## src/design/pscr_pkg.sv

```systemverilog
// Purpose: shared constants and types of the system control register bank
// Assumes: 100 MHz clk_sys, one clock domain
// Notes: times are held in their own unit, cycle counts are derived
package pscr_pkg;
  // register offsets on the host register port
  localparam logic [8:0] OFS_SEQ = 9'h010;
  localparam logic [8:0] OFS_IND = 9'h011;
  localparam logic [8:0] OFS_LOCK = 9'h012;
  localparam logic [8:0] OFS_CMD = 9'h013;
  localparam logic [8:0] OFS_PDD = 9'h014;
  // window guarded by the voltage lock
  localparam logic [8:0] LOCK_LO = 9'h081;
  localparam logic [8:0] LOCK_HI = 9'h120;
  // reset values
  localparam logic [7:0] RST_SEQ = 8'h00;
  localparam logic [7:0] RST_IND = 8'h00;
  localparam logic [7:0] RST_LOCK = 8'h00;
  localparam logic [7:0] RST_CMD = 8'h00;
  localparam logic [7:0] RST_PDD = 8'h00;
  // writable bits; the rest are reserved and read zero
  localparam logic [7:0] WMASK_LOCK = 8'hf8;
  localparam logic [7:0] WMASK_CMD = 8'h07;
  localparam logic [7:0] WMASK_PDD = 8'h8b;
  // field positions
  localparam int SEQ_DEFAULT_SUPPLY_SELECT = 7;
  localparam int SEQ_RAMP_LSB = 5;
  localparam int SEQ_RELOAD = 4;
  localparam int SEQ_AUTO_BOOT = 3;
  localparam int SEQ_FILTER_LSB = 0;
  localparam int IND_ONTIME_LSB = 6;
  localparam int IND_FREQ_LSB = 3;
  localparam int IND_WDSCALE_LSB = 0;
  localparam int LOCK_VLOCK = 7;
  localparam int LOCK_FB2 = 6;
  localparam int LOCK_FB3 = 5;
  localparam int LOCK_ECO = 3;
  localparam int CMD_WAKE = 2;
  localparam int CMD_SHUT = 1;
  localparam int CMD_WDOG = 0;
  localparam int PDD_PORTS = 7;
  localparam int PDD_TWO_WIRE = 3;
  localparam int PDD_ADC = 1;
  localparam int PDD_GPI = 0;
  // timing
  localparam int CLK_NS = 10;
  localparam int TICK_NS = 100000;
  localparam int RAMP_BASE_NS = 500;
  localparam logic [8:0] RAMP_BASE_CYC = 9'((RAMP_BASE_NS + CLK_NS - 1) / CLK_NS);
  // filter times in 0.1 ms ticks, codes 7 down to 0
  localparam logic [7:0][13:0] FILTER_TICKS = {14'd10240, 14'd5120, 14'd2560, 14'd512,
                                               14'd102, 14'd10, 14'd1, 14'd0};
  // flash periods in ticks: 180 ms, 4 s, 2 s, 1 s
  localparam logic [3:0][15:0] FLASH_PERIOD = {16'd1800, 16'd40000, 16'd20000, 16'd10000};
  // flash on-times in ticks: 20 ms double, 40, 20, 10 ms
  localparam logic [3:0][15:0] FLASH_ON = {16'd200, 16'd400, 16'd200, 16'd100};
  localparam logic [15:0] FLASH_SECOND_ON = 16'd400;
  localparam logic [17:0] WAKE_CLR_TICKS = 18'd160000;
  localparam logic [19:0] RES_FLASH_TICKS = 20'd600000;

  // operating mode reported by the sequencer
  typedef enum logic [1:0] {MODE_RESET, MODE_POWER_DOWN_MODE, MODE_ACTIVE, MODE_OTHER} pscr_mode_t;

  // one access from the serial interface front end
  typedef struct packed {
    logic wr;
    logic rd;
    logic [8:0] addr;
    logic [7:0] wdata;
  } pscr_req_t;

  // power-down controls handed to the steered units
  typedef struct packed {
    logic domain_ports_en;
    logic domain_force_detect;
    logic two_wire_en;
    logic converter_pause;
    logic input_pins_en;
    logic input_force_detect;
  } pscr_pd_t;
endpackage

```

## src/design/pscr_top.sv

```systemverilog
// Purpose: five system control registers and the logic they steer directly
// Assumes: host port and sequencer signals are on clk_sys; pins are asynchronous
// Notes: one clock, synchronous reset, all outputs registered
module pscr_top #(
  parameter int TICK_CYC = pscr_pkg::TICK_NS / pscr_pkg::CLK_NS // cycles per 0.1 ms tick
) (
  input wire logic clk_sys, // system clock
  input wire logic sys_rst, // synchronous reset, high
  input wire pscr_pkg::pscr_req_t host_req, // register access
  output logic [7:0] host_rdata, // read data, one cycle after rd
  output logic write_refused, // pulse: locked write refused
  input wire pscr_pkg::pscr_mode_t op_mode, // sequencer mode
  input wire logic slot_zero_entry, // pulse: sequencer enters slot 0
  input wire logic wakeup_event, // pulse: valid wakeup
  input wire logic ramp_active, // a voltage ramp is running
  input wire logic pd_step_in_range, // disable step above 1 and within max
  input wire logic pd_step_reached, // pulse: disable step processed
  input wire logic flash_code_from_otp, // flash code came from defaults
  input wire logic reset_flash_enable, // reset flashing allowed
  input wire logic power_good_status, // supervised regulators good
  input wire logic power_key_pin, // raw power key pin
  input wire logic shutdown_pin, // raw shutdown pin
  input wire logic gpi_pin, // raw general input pin
  input wire logic charger_wake_pin, // raw charger wake pin
  input wire logic vdd_start_pin, // raw supply start pin
  input wire logic fb3_pin, // feedback pin three, brake input
  input wire logic fb2_in, // feedback pin two, pad level
  output logic fb2_out, // feedback pin two, drive level
  output logic fb2_oe, // feedback pin two, drive enable
  output logic default_supply_apply, // pulse: apply default supply modes
  output logic ramp_step, // pulse: one 10 mV ramp step
  output logic reload_request, // pulse: reload programmed config
  output logic sequencer_start, // pulse: start power sequencer
  output logic power_key_input, // filtered power key
  output logic shutdown_input, // filtered shutdown input
  output logic gpi_level, // filtered general input
  output logic flash_override, // flashing owns the indicators
  output logic indicator_output_a, // indicator a flash level
  output logic indicator_output_b, // indicator b flash level
  output logic watchdog_enable, // watchdog running
  output logic [6:0] watchdog_scale, // period multiplier
  output logic watchdog_restart, // pulse: restart watchdog
  output logic motor_stop, // brake asserted
  output logic keep_active_input, // watchdog keep-active
  output logic pulsed_mode_arm, // pulsed mode armed
  output logic wake_request, // wake command pending
  output logic shutdown_request, // shutdown command pending
  output pscr_pkg::pscr_pd_t pd_ctl // power-down controls
);
  import pscr_pkg::*;

  localparam int P_KEY = 0;
  localparam int P_SHUT = 1;
  localparam int P_GPI = 2;
  localparam int P_CHG = 3;
  localparam int P_VDD = 4;
  localparam int P_FB3 = 5;
  localparam int P_FB2 = 6;

  typedef enum logic {FL_IDLE, FL_RUN} pscr_flash_t;

  // ramp step interval grows as the code falls
  function automatic logic [8:0] ramp_limit(input logic [1:0] code);
    ramp_limit = 9'(RAMP_BASE_CYC << (2'd3 - code));
  endfunction

  // flash codes 5..7 reuse the periods of codes 2..4
  function automatic logic [1:0] flash_idx(input logic [2:0] code);
    flash_idx = (code <= 3'h4) ? 2'(code - 3'h1) : 2'(code - 3'h4);
  endfunction

  logic [7:0] seq_cfg, ind_cfg, lock_cfg, cmd, pdd; // register contents
  logic [7:0] next_seq_cfg, next_ind_cfg, next_lock_cfg, next_cmd, next_pdd;
  logic [7:0] next_host_rdata;
  logic next_write_refused;
  logic [6:0] s1, s2, s3; // pin synchronisers; s1 only feeds s2
  logic [6:0] pin_lvl, next_pin_lvl; // agreed pin levels
  logic [31:0] tick_cnt, next_tick_cnt; // 0.1 ms prescaler
  logic tick, next_tick;
  logic [2:0][13:0] flt_cnt, next_flt_cnt; // debounce counters
  logic [2:0] flt_out, next_flt_out;
  logic [8:0] ramp_cnt, next_ramp_cnt;
  logic next_ramp_step;
  pscr_flash_t fl_state, next_fl_state;
  logic [15:0] fl_cnt, next_fl_cnt; // position within flash period
  logic [19:0] res_cnt, next_res_cnt; // reset flashing time used
  logic next_flash_override, next_ind;
  logic [17:0] wake_cnt, next_wake_cnt;
  pscr_mode_t mode_q; // mode of last cycle, for edges
  logic boot_wait, next_boot_wait;
  logic step_done, next_step_done;
  logic next_default_supply_apply, next_reload_request, next_sequencer_start;
  logic next_pulsed_mode_arm, next_motor_stop, next_keep_active;
  logic next_fb2_out, next_fb2_oe, next_wd_en;
  logic [6:0] next_wd_scale;
  pscr_pd_t next_pd_ctl;

  // mode edge decode
  logic enter_reset, leave_reset, leave_pd, in_pd, pd_go, wr_ok;
  assign enter_reset = (op_mode == MODE_RESET) && (mode_q != MODE_RESET);
  assign leave_reset = (op_mode != MODE_RESET) && (mode_q == MODE_RESET);
  assign leave_pd = (op_mode != MODE_POWER_DOWN_MODE) && (mode_q == MODE_POWER_DOWN_MODE);
  assign in_pd = (op_mode == MODE_POWER_DOWN_MODE);
  assign pd_go = in_pd && (!pd_step_in_range || step_done);
  assign wr_ok = host_req.wr;

  // register file next values
  always_comb begin
    next_seq_cfg = seq_cfg;
    next_ind_cfg = ind_cfg;
    next_lock_cfg = lock_cfg;
    next_pdd = pdd;
    next_cmd = cmd;
    next_host_rdata = host_rdata;
    next_cmd[CMD_WDOG] = 1'b0;
    // wake clears 16 s into active mode
    if (wake_cnt >= WAKE_CLR_TICKS) begin
      next_cmd[CMD_WAKE] = 1'b0;
    end
    if (enter_reset) begin
      next_cmd[CMD_SHUT] = 1'b0;
    end
    // lock refuses the guarded window; none of ours lie in it
    next_write_refused = host_req.wr && lock_cfg[LOCK_VLOCK]
                         && (host_req.addr >= LOCK_LO) && (host_req.addr <= LOCK_HI);
    if (wr_ok) begin
      unique case (host_req.addr)
        OFS_SEQ: next_seq_cfg = host_req.wdata;
        OFS_IND: next_ind_cfg = host_req.wdata;
        OFS_LOCK: next_lock_cfg = host_req.wdata & WMASK_LOCK;
        OFS_PDD: next_pdd = host_req.wdata & WMASK_PDD;
        // only ones act; set wins over self-clear
        OFS_CMD: next_cmd = next_cmd | (host_req.wdata & WMASK_CMD);
        default: ;
      endcase
    end
    if (host_req.rd) begin
      unique case (host_req.addr)
        OFS_SEQ: next_host_rdata = seq_cfg;
        OFS_IND: next_host_rdata = ind_cfg;
        OFS_LOCK: next_host_rdata = lock_cfg;
        OFS_CMD: next_host_rdata = cmd;
        OFS_PDD: next_host_rdata = pdd;
        default: next_host_rdata = 8'h00;
      endcase
    end
  end

  // register file storage
  always_ff @(posedge clk_sys) begin
    if (sys_rst) begin
      seq_cfg <= RST_SEQ;
      ind_cfg <= RST_IND;
      lock_cfg <= RST_LOCK;
      cmd <= RST_CMD;
      pdd <= RST_PDD;
      host_rdata <= 8'h00;
      write_refused <= 1'b0;
    end else begin
      seq_cfg <= next_seq_cfg;
      ind_cfg <= next_ind_cfg;
      lock_cfg <= next_lock_cfg;
      cmd <= next_cmd;
      pdd <= next_pdd;
      host_rdata <= next_host_rdata;
      write_refused <= next_write_refused;
    end
  end

  // pin agreement, prescaler, debounce and ramp pacing
  always_comb begin
    next_pin_lvl = pin_lvl;
    for (int i = 0; i < 7; i++) begin
      // a change counts once stages two and three agree
      if (s2[i] == s3[i]) begin
        next_pin_lvl[i] = s3[i];
      end
    end
    next_tick = (tick_cnt == 32'(TICK_CYC - 1));
    next_tick_cnt = next_tick ? 32'h0 : tick_cnt + 32'h1;
    next_flt_cnt = flt_cnt;
    next_flt_out = flt_out;
    for (int i = 0; i < 3; i++) begin
      if (seq_cfg[SEQ_FILTER_LSB +: 3] == 3'h0 || pin_lvl[i] == flt_out[i]) begin
        next_flt_out[i] = pin_lvl[i];
        next_flt_cnt[i] = 14'h0;
      end else if (tick) begin
        // flipping one tick late keeps the filter time a minimum
        if (flt_cnt[i] >= FILTER_TICKS[seq_cfg[SEQ_FILTER_LSB +: 3]]) begin
          next_flt_out[i] = pin_lvl[i];
          next_flt_cnt[i] = 14'h0;
        end else begin
          next_flt_cnt[i] = flt_cnt[i] + 14'h1;
        end
      end
    end
    // one step per interval while ramping
    next_ramp_step = 1'b0;
    next_ramp_cnt = 9'h0;
    if (ramp_active) begin
      if (ramp_cnt >= ramp_limit(seq_cfg[SEQ_RAMP_LSB +: 2]) - 9'h1) begin
        next_ramp_step = 1'b1;
      end else begin
        next_ramp_cnt = ramp_cnt + 9'h1;
      end
    end
  end

  // synchronisers and timers
  always_ff @(posedge clk_sys) begin
    if (sys_rst) begin
      s1 <= 7'h00;
      s2 <= 7'h00;
      s3 <= 7'h00;
      pin_lvl <= 7'h00;
      tick_cnt <= 32'h0;
      tick <= 1'b0;
      flt_cnt <= '0;
      flt_out <= 3'h0;
      ramp_cnt <= 9'h0;
      ramp_step <= 1'b0;
    end else begin
      s1 <= {fb2_in, fb3_pin, vdd_start_pin, charger_wake_pin, gpi_pin, shutdown_pin,
             power_key_pin};
      s2 <= s1;
      s3 <= s2;
      pin_lvl <= next_pin_lvl;
      tick_cnt <= next_tick_cnt;
      tick <= next_tick;
      flt_cnt <= next_flt_cnt;
      flt_out <= next_flt_out;
      ramp_cnt <= next_ramp_cnt;
      ramp_step <= next_ramp_step;
    end
  end

  // indicator flashing
  always_comb begin
    logic [2:0] frq;
    logic [1:0] dur;
    logic allow;
    frq = ind_cfg[IND_FREQ_LSB +: 3];
    dur = ind_cfg[IND_ONTIME_LSB +: 2];
    allow = 1'b0;
    next_res_cnt = res_cnt;
    if (frq >= 3'h5) begin
      // limited by the reset flashing budget
      allow = pin_lvl[P_VDD] && reset_flash_enable && (res_cnt < RES_FLASH_TICKS);
      if (!pin_lvl[P_VDD]) begin
        next_res_cnt = 20'h0;
      end else if (allow && tick) begin
        next_res_cnt = res_cnt + 20'h1;
      end
    end else if (frq != 3'h0) begin
      allow = !flash_code_from_otp || pin_lvl[P_CHG];
    end
    // code zero hands outputs back to mode
    next_flash_override = (frq != 3'h0);
    next_fl_state = fl_state;
    next_fl_cnt = fl_cnt;
    next_ind = 1'b0;
    unique case (fl_state)
      FL_IDLE: begin
        next_fl_cnt = 16'h0;
        if (allow) begin
          next_fl_state = FL_RUN;
        end
      end
      FL_RUN: begin
        if (!allow) begin
          next_fl_state = FL_IDLE;
        end else if (tick) begin
          next_fl_cnt = (fl_cnt >= FLASH_PERIOD[flash_idx(frq)] - 16'h1) ? 16'h0
                        : fl_cnt + 16'h1;
        end
        // on-time window, second stroke for code 3
        next_ind = allow && ((fl_cnt < FLASH_ON[dur]) || (dur == 2'h3
                   && fl_cnt >= FLASH_SECOND_ON && fl_cnt < FLASH_SECOND_ON + FLASH_ON[dur]));
      end
    endcase
  end

  // flash state
  always_ff @(posedge clk_sys) begin
    if (sys_rst) begin
      fl_state <= FL_IDLE;
      fl_cnt <= 16'h0;
      res_cnt <= 20'h0;
      flash_override <= 1'b0;
      indicator_output_a <= 1'b0;
      indicator_output_b <= 1'b0;
    end else begin
      fl_state <= next_fl_state;
      fl_cnt <= next_fl_cnt;
      res_cnt <= next_res_cnt;
      flash_override <= next_flash_override;
      indicator_output_a <= next_ind;
      indicator_output_b <= next_ind;
    end
  end

  // sequencing, pins and power-down controls
  always_comb begin
    // defaults applied on slot zero entry
    next_default_supply_apply = slot_zero_entry && seq_cfg[SEQ_DEFAULT_SUPPLY_SELECT];
    next_reload_request = leave_pd && seq_cfg[SEQ_RELOAD];
    // auto start or wait for a wakeup
    next_sequencer_start = 1'b0;
    next_boot_wait = boot_wait;
    if (leave_reset) begin
      next_sequencer_start = seq_cfg[SEQ_AUTO_BOOT];
      next_boot_wait = !seq_cfg[SEQ_AUTO_BOOT];
    end else if (boot_wait && wakeup_event) begin
      next_sequencer_start = 1'b1;
      next_boot_wait = 1'b0;
    end
    // arm pulsed mode on reset entry
    next_pulsed_mode_arm = pulsed_mode_arm;
    if (enter_reset) begin
      next_pulsed_mode_arm = lock_cfg[LOCK_ECO];
    end else if (op_mode != MODE_RESET) begin
      next_pulsed_mode_arm = 1'b0;
    end
    // count active time while wake is set
    next_wake_cnt = 18'h0;
    if (cmd[CMD_WAKE] && op_mode == MODE_ACTIVE && wake_cnt < WAKE_CLR_TICKS) begin
      next_wake_cnt = wake_cnt + (tick ? 18'h1 : 18'h0);
    end
    next_motor_stop = lock_cfg[LOCK_FB3] && !pin_lvl[P_FB3];
    next_fb2_oe = !lock_cfg[LOCK_FB2];
    next_fb2_out = !lock_cfg[LOCK_FB2] && power_good_status;
    next_keep_active = lock_cfg[LOCK_FB2] && pin_lvl[P_FB2];
    next_wd_en = (ind_cfg[IND_WDSCALE_LSB +: 3] != 3'h0);
    next_wd_scale = next_wd_en ? 7'(7'h01 << (ind_cfg[IND_WDSCALE_LSB +: 3] - 3'h1)) : 7'h00;
    next_step_done = in_pd && (step_done || pd_step_reached);
    // domain ports off, detect on re-enable
    next_pd_ctl.domain_ports_en = !(pdd[PDD_PORTS] && pd_go);
    next_pd_ctl.domain_force_detect = next_pd_ctl.domain_ports_en && !pd_ctl.domain_ports_en;
    next_pd_ctl.two_wire_en = !(pdd[PDD_TWO_WIRE] && pd_go);
    next_pd_ctl.converter_pause = pdd[PDD_ADC] && pd_go;
    // input pins off, detect on re-enable
    next_pd_ctl.input_pins_en = !(pdd[PDD_GPI] && pd_go);
    next_pd_ctl.input_force_detect = next_pd_ctl.input_pins_en && !pd_ctl.input_pins_en;
  end

  // sequencing and control outputs
  always_ff @(posedge clk_sys) begin
    if (sys_rst) begin
      mode_q <= MODE_RESET;
      boot_wait <= 1'b0;
      step_done <= 1'b0;
      wake_cnt <= 18'h0;
      default_supply_apply <= 1'b0;
      reload_request <= 1'b0;
      sequencer_start <= 1'b0;
      pulsed_mode_arm <= 1'b0;
      motor_stop <= 1'b0;
      fb2_oe <= 1'b0;
      fb2_out <= 1'b0;
      keep_active_input <= 1'b0;
      watchdog_enable <= 1'b0;
      watchdog_scale <= 7'h00;
      pd_ctl <= '{domain_ports_en: 1'b1, domain_force_detect: 1'b0, two_wire_en: 1'b1,
                  converter_pause: 1'b0, input_pins_en: 1'b1, input_force_detect: 1'b0};
    end else begin
      mode_q <= op_mode;
      boot_wait <= next_boot_wait;
      step_done <= next_step_done;
      wake_cnt <= next_wake_cnt;
      default_supply_apply <= next_default_supply_apply;
      reload_request <= next_reload_request;
      sequencer_start <= next_sequencer_start;
      pulsed_mode_arm <= next_pulsed_mode_arm;
      motor_stop <= next_motor_stop;
      fb2_oe <= next_fb2_oe;
      fb2_out <= next_fb2_out;
      keep_active_input <= next_keep_active;
      watchdog_enable <= next_wd_en;
      watchdog_scale <= next_wd_scale;
      pd_ctl <= next_pd_ctl;
    end
  end

  // command bits and filtered levels go out straight from their flops
  assign watchdog_restart = cmd[CMD_WDOG];
  assign wake_request = cmd[CMD_WAKE];
  assign shutdown_request = cmd[CMD_SHUT];
  assign power_key_input = flt_out[P_KEY];
  assign shutdown_input = flt_out[P_SHUT];
  assign gpi_level = flt_out[P_GPI];
endmodule

```

## config.mk

```make
export PLATFORM = sky130hd
export DESIGN_NAME = pscr_top
export DESIGN_NICKNAME = d
export VERILOG_FILES = /design/src/design/pscr_pkg.sv /design/src/design/pscr_top.sv
export SDC_FILE = /design/constraint.sdc
export NUM_CORES = 1
export LEC_CHECK = 0
export BUFFER_PORTS_ARGS = -buffer_cell sky130_fd_sc_hd__buf_2
export CORE_UTILIZATION = 25
export DETAILED_ROUTE_END_ITERATION = 8
export PLACE_DENSITY = 0.39
export SYNTH_ARGS = -nofsm -noshare
export SYNTH_HDL_FRONTEND = slang
export SYNTH_SLANG_ARGS = --single-unit
```

## constraint.sdc

```tcl
create_clock -name clk_sys -period 5.62 [get_ports clk_sys]
set_clock_uncertainty 0.05 [all_clocks]
set_input_delay 0.843 -clock clk_sys [delete_from_list [all_inputs] [get_ports clk_sys]]
set_output_delay 0.843 -clock clk_sys [all_outputs]
set_load 0.1 [all_outputs]
```

==> results.toml <==
[run_status]
run_status = "finished, final reports clean"

[clocking]
cts.clk_slew.worst_paths_ps = 60
insertion_delay_ps = 570
cts_hold_buf = 0
cts_tree = "yes"
clock-root-buffer = "clkbuf_16"
ctsResizeCount = 0
cts_buffers = 30
h-tree-depth = 1
clockBufferDepth = 3
clock-sinks = 244
cts_setup_buffers = 0

[floorplan]
dieArea_sq_um = 47400
die-width_um = 218
core-area_sq_um = 45600
chipHeight_um = 218
rows = 78
start_util_pct = 25.5
io-pin-count = 79

[timing]
rsz0062_at_grt = "no"
min_period_ps = 3760
max_clock_freq_mhz = 266
tightest_slew_ps = 1040
setup_tns_ps = 0
final_hold_viol_count = 0
relSlewSlack_pct = 30.2
maxSlewViolCount = 0
finalSetupViolCount = 0
timing.hold.ws_ps = 385
period_share_pct = 66.9

[logic_synthesis]
synthFlopType = "dfxtp_1"
synthCells = 1332
post_synth_num_cell_types = 65
synthTopCellsByArea = "dfxtp_1 (42%), ha_1 (9.7%), xor2_1 (5.9%)"
yosys.area.top_type_share_pct = 42.0
synth_area_sq_um = 11600
synth_top_area_cell = "dfxtp_1"
syn_area_per_cell_sq_um = 8.73
yosysSeqAreaShare_pct = 42.0
postSynth.asyncResetShare_pct = 0
synth_seq_cells = 244
syn-num-nets = 1460
ys.warnings.count = 0
synth_edf_count = 0

[detailed_routing]
wl_mm = 29.8
ant_nets = 0
drt_iter0_drc = 362
wl_per_cell_um = 14.7
num_vias = 9125
drtPass1Iterations = 4
viasPerCell = 4.50
drc = 0

[cells_and_area]
final_net_count = 1533
area.sequential_sq_um = 4880
fillerInstances = 4810
multiInputGateArea_sq_um = 6310
drive_above_1_share_pct = 10.7
final_util_pct = 29.9
syn2layout_area_growth_pct = 17.1
n_antenna_cell = 0

[setup_path]
worstPathCellList = "inv_1 -> ha_1 -> nand2b_1 -> xnor2_1 -> ha_1 -> inv_1 -> ha_1 -> a21oi_1 -> a21boi_0 -> o41a_1 -> a211oi_1 -> nor2_1 -> nor3_1"
startpoint = "ind_cfg[3]$_SDFFE_PP0P_"
reg2reg_depth = 13
end_kind = "flop"
crit_type = "flop to flop"
path_max_fanout = 12
reg2reg_to = "fl_cnt[13]$_SDFFE_PP0P_"
crit_required_ps = 6050
worstSetupStartpointType = "flop"
cp.buffers_inverters = 2
r2r_setup_slack_ps = 1860
max_stage_delay_ps = 590
crit_path_frequent_cell = "ha_1"
crit_family = "compound AO/OA/AOI/OAI gates"
timing.rr.start = "ind_cfg[3]$_SDFFE_PP0P_"
cp.arrival_ps = 4190
cpMaxStageDelayCell = "a211oi_1"

[run]
max_cap_violations = 0

[min_path]
min_from = "pd_ctl[1]$_SDFF_PP1_"
holdPathEnd = "pd_ctl[0]$_SDFF_PP0_"
hold_path_class = "flop to flop"
hold_depth = 1

[placed_design]
place_congestion = 0.751
io_buffer_count = 78
detailed_place_hpwl_mm = 21.4

[power]
total_power_mw = 3.78
leakage_nw = 5.12
vdd_drop_max_mv = 0.259
power.density_nw_per_um2 = 278

[global_routing]
grt_overflow_total = 0
grt_first_pass_wirelength_mm = 48.4
grt_max_degree = 53
grt_antenna_before_repair = 4
grt_pass1_vias = 8786
groute.usage.overall_pct = 12.7
## placed cells by master (no fill, tap or decap), types with 11 or more instances in the layout
master	count
xnor2_1	35
nor3_1	24
dfxtp_1	244
buf_2	77
a21oi_1	76
a211oi_1	11
o21ai_0	40
clkbuf_16	31
xor2_1	78
nand2b_1	11
nor2_1	178
nor4_1	13
mux2i_1	19
nand4_1	35
inv_1	64
and4_1	11
nand3_1	54
ha_1	90
and3_1	32
nor2b_1	31
nand2_1	122
## cell usage after synthesis (all sizes together), types with 3 or more instances
library cell / count
a2111oi: 4
inv: 64
o21ai: 46
a2bb2oi: 3
mux2i: 19
and4: 11
nor2: 178
o21a: 6
nor3: 24
nor3b: 7
o31ai: 4
o2111ai: 9
and3: 32
nand2: 122
nor4: 14
nand3b: 4
a211oi: 12
xor2: 78
a2111o: 3
nand2b: 11
or2: 9
nand4: 35
nand3: 55
o211ai: 11
a21o: 5
ha: 90
xnor2: 35
nor2b: 31
clkbuf: 27
and2: 10
dfxtp: 244
or3: 9
buf: 15
a21oi: 76
a31oi: 6
## sequential cells by signal, indices dropped and copies added, names as in the netlist, 8 cells and up, named ones only
signal      flops
flt_cnt        42
tick_cnt       32
res_cnt        20
wake_cnt       18
fl_cnt         16
ramp_cnt        9
host_rdata      8
ind_cfg         8
seq_cfg         8
## final cells by class
type | count | share of cell area (%)
clock buffers | 37 | 6.08
clock inverters | 16 | 1.20
inverters | 64 | 1.76
multi-input cells | 982 | 46.4
flip-flops and latches | 244 | 35.9
well taps | 600 | 5.51
repair buffers | 83 | 3.16
## where the power goes
part           total (mW)  switching, mW  internal (mW)  leakage (nW)
combinational      0.0842         0.0592         0.0250          2.66
clock                1.95          0.774           1.17         0.493
sequential           1.75        0.00605           1.74          1.97
total                3.78          0.840           2.94          5.12
## how the worst max path moves through the flow
stage / slack [ps] / end / depth (start not counted)
after floorplan: 2520 / fl_cnt[10]$_SDFFE_PP0P_ / 14
after global placement: 1960 / fl_cnt[13]$_SDFFE_PP0P_ / 13
after detailed placement: 1880 / fl_cnt[13]$_SDFFE_PP0P_ / 13
after CTS: 1830 / fl_cnt[13]$_SDFFE_PP0P_ / 13
after global routing: 1420 / fl_cnt[13]$_SDFFE_PP0P_ / 13
final: 1860 / fl_cnt[13]$_SDFFE_PP0P_ / 13
## kinds of logic (layout without fill, tap and decap cells)
logic type | after synthesis | count (layout) | share of synthesized area, %
xor gates and xnor gates | 113 | 113 | 8.51
other | 1 | 1 | 0.0323
adders and majority gates | 90 | 90 | 9.69
DFF | 244 | 244 | 42.0
buffers and inverters | 106 | 200 | 3.65
and+or+nand+nor | 558 | 558 | 23.4
muxes | 20 | 20 | 1.73
AOI/OAI and AO/OA | 200 | 200 | 10.9
## through the flow
step / cell area (sq um) / std cells / worst slack, ps
CTS: 13600 / 2026 / 1830
floorplan: 11600 / 1332 / 2520
detailed placement: 12600 / 1973 / 1880
finish: 13600 / 2026 / 1860
global route: 13600 / 2026 / 1420
global placement: 12600 / 1973 / 1960
## routing by layer
layer / GRT usage (%) / vias up / part of all wire (%)
met2: 20.5 / 110 / 45
met1: 17.4 / 4218 / 49
met4: 3.15 / 4 / 2.2
met3: 2.33 / 45 / 3.4
met5: 0 / - / 0.11
li1: - / 4748 / -
No activity file was read; power rests on OpenSTA's default activity.
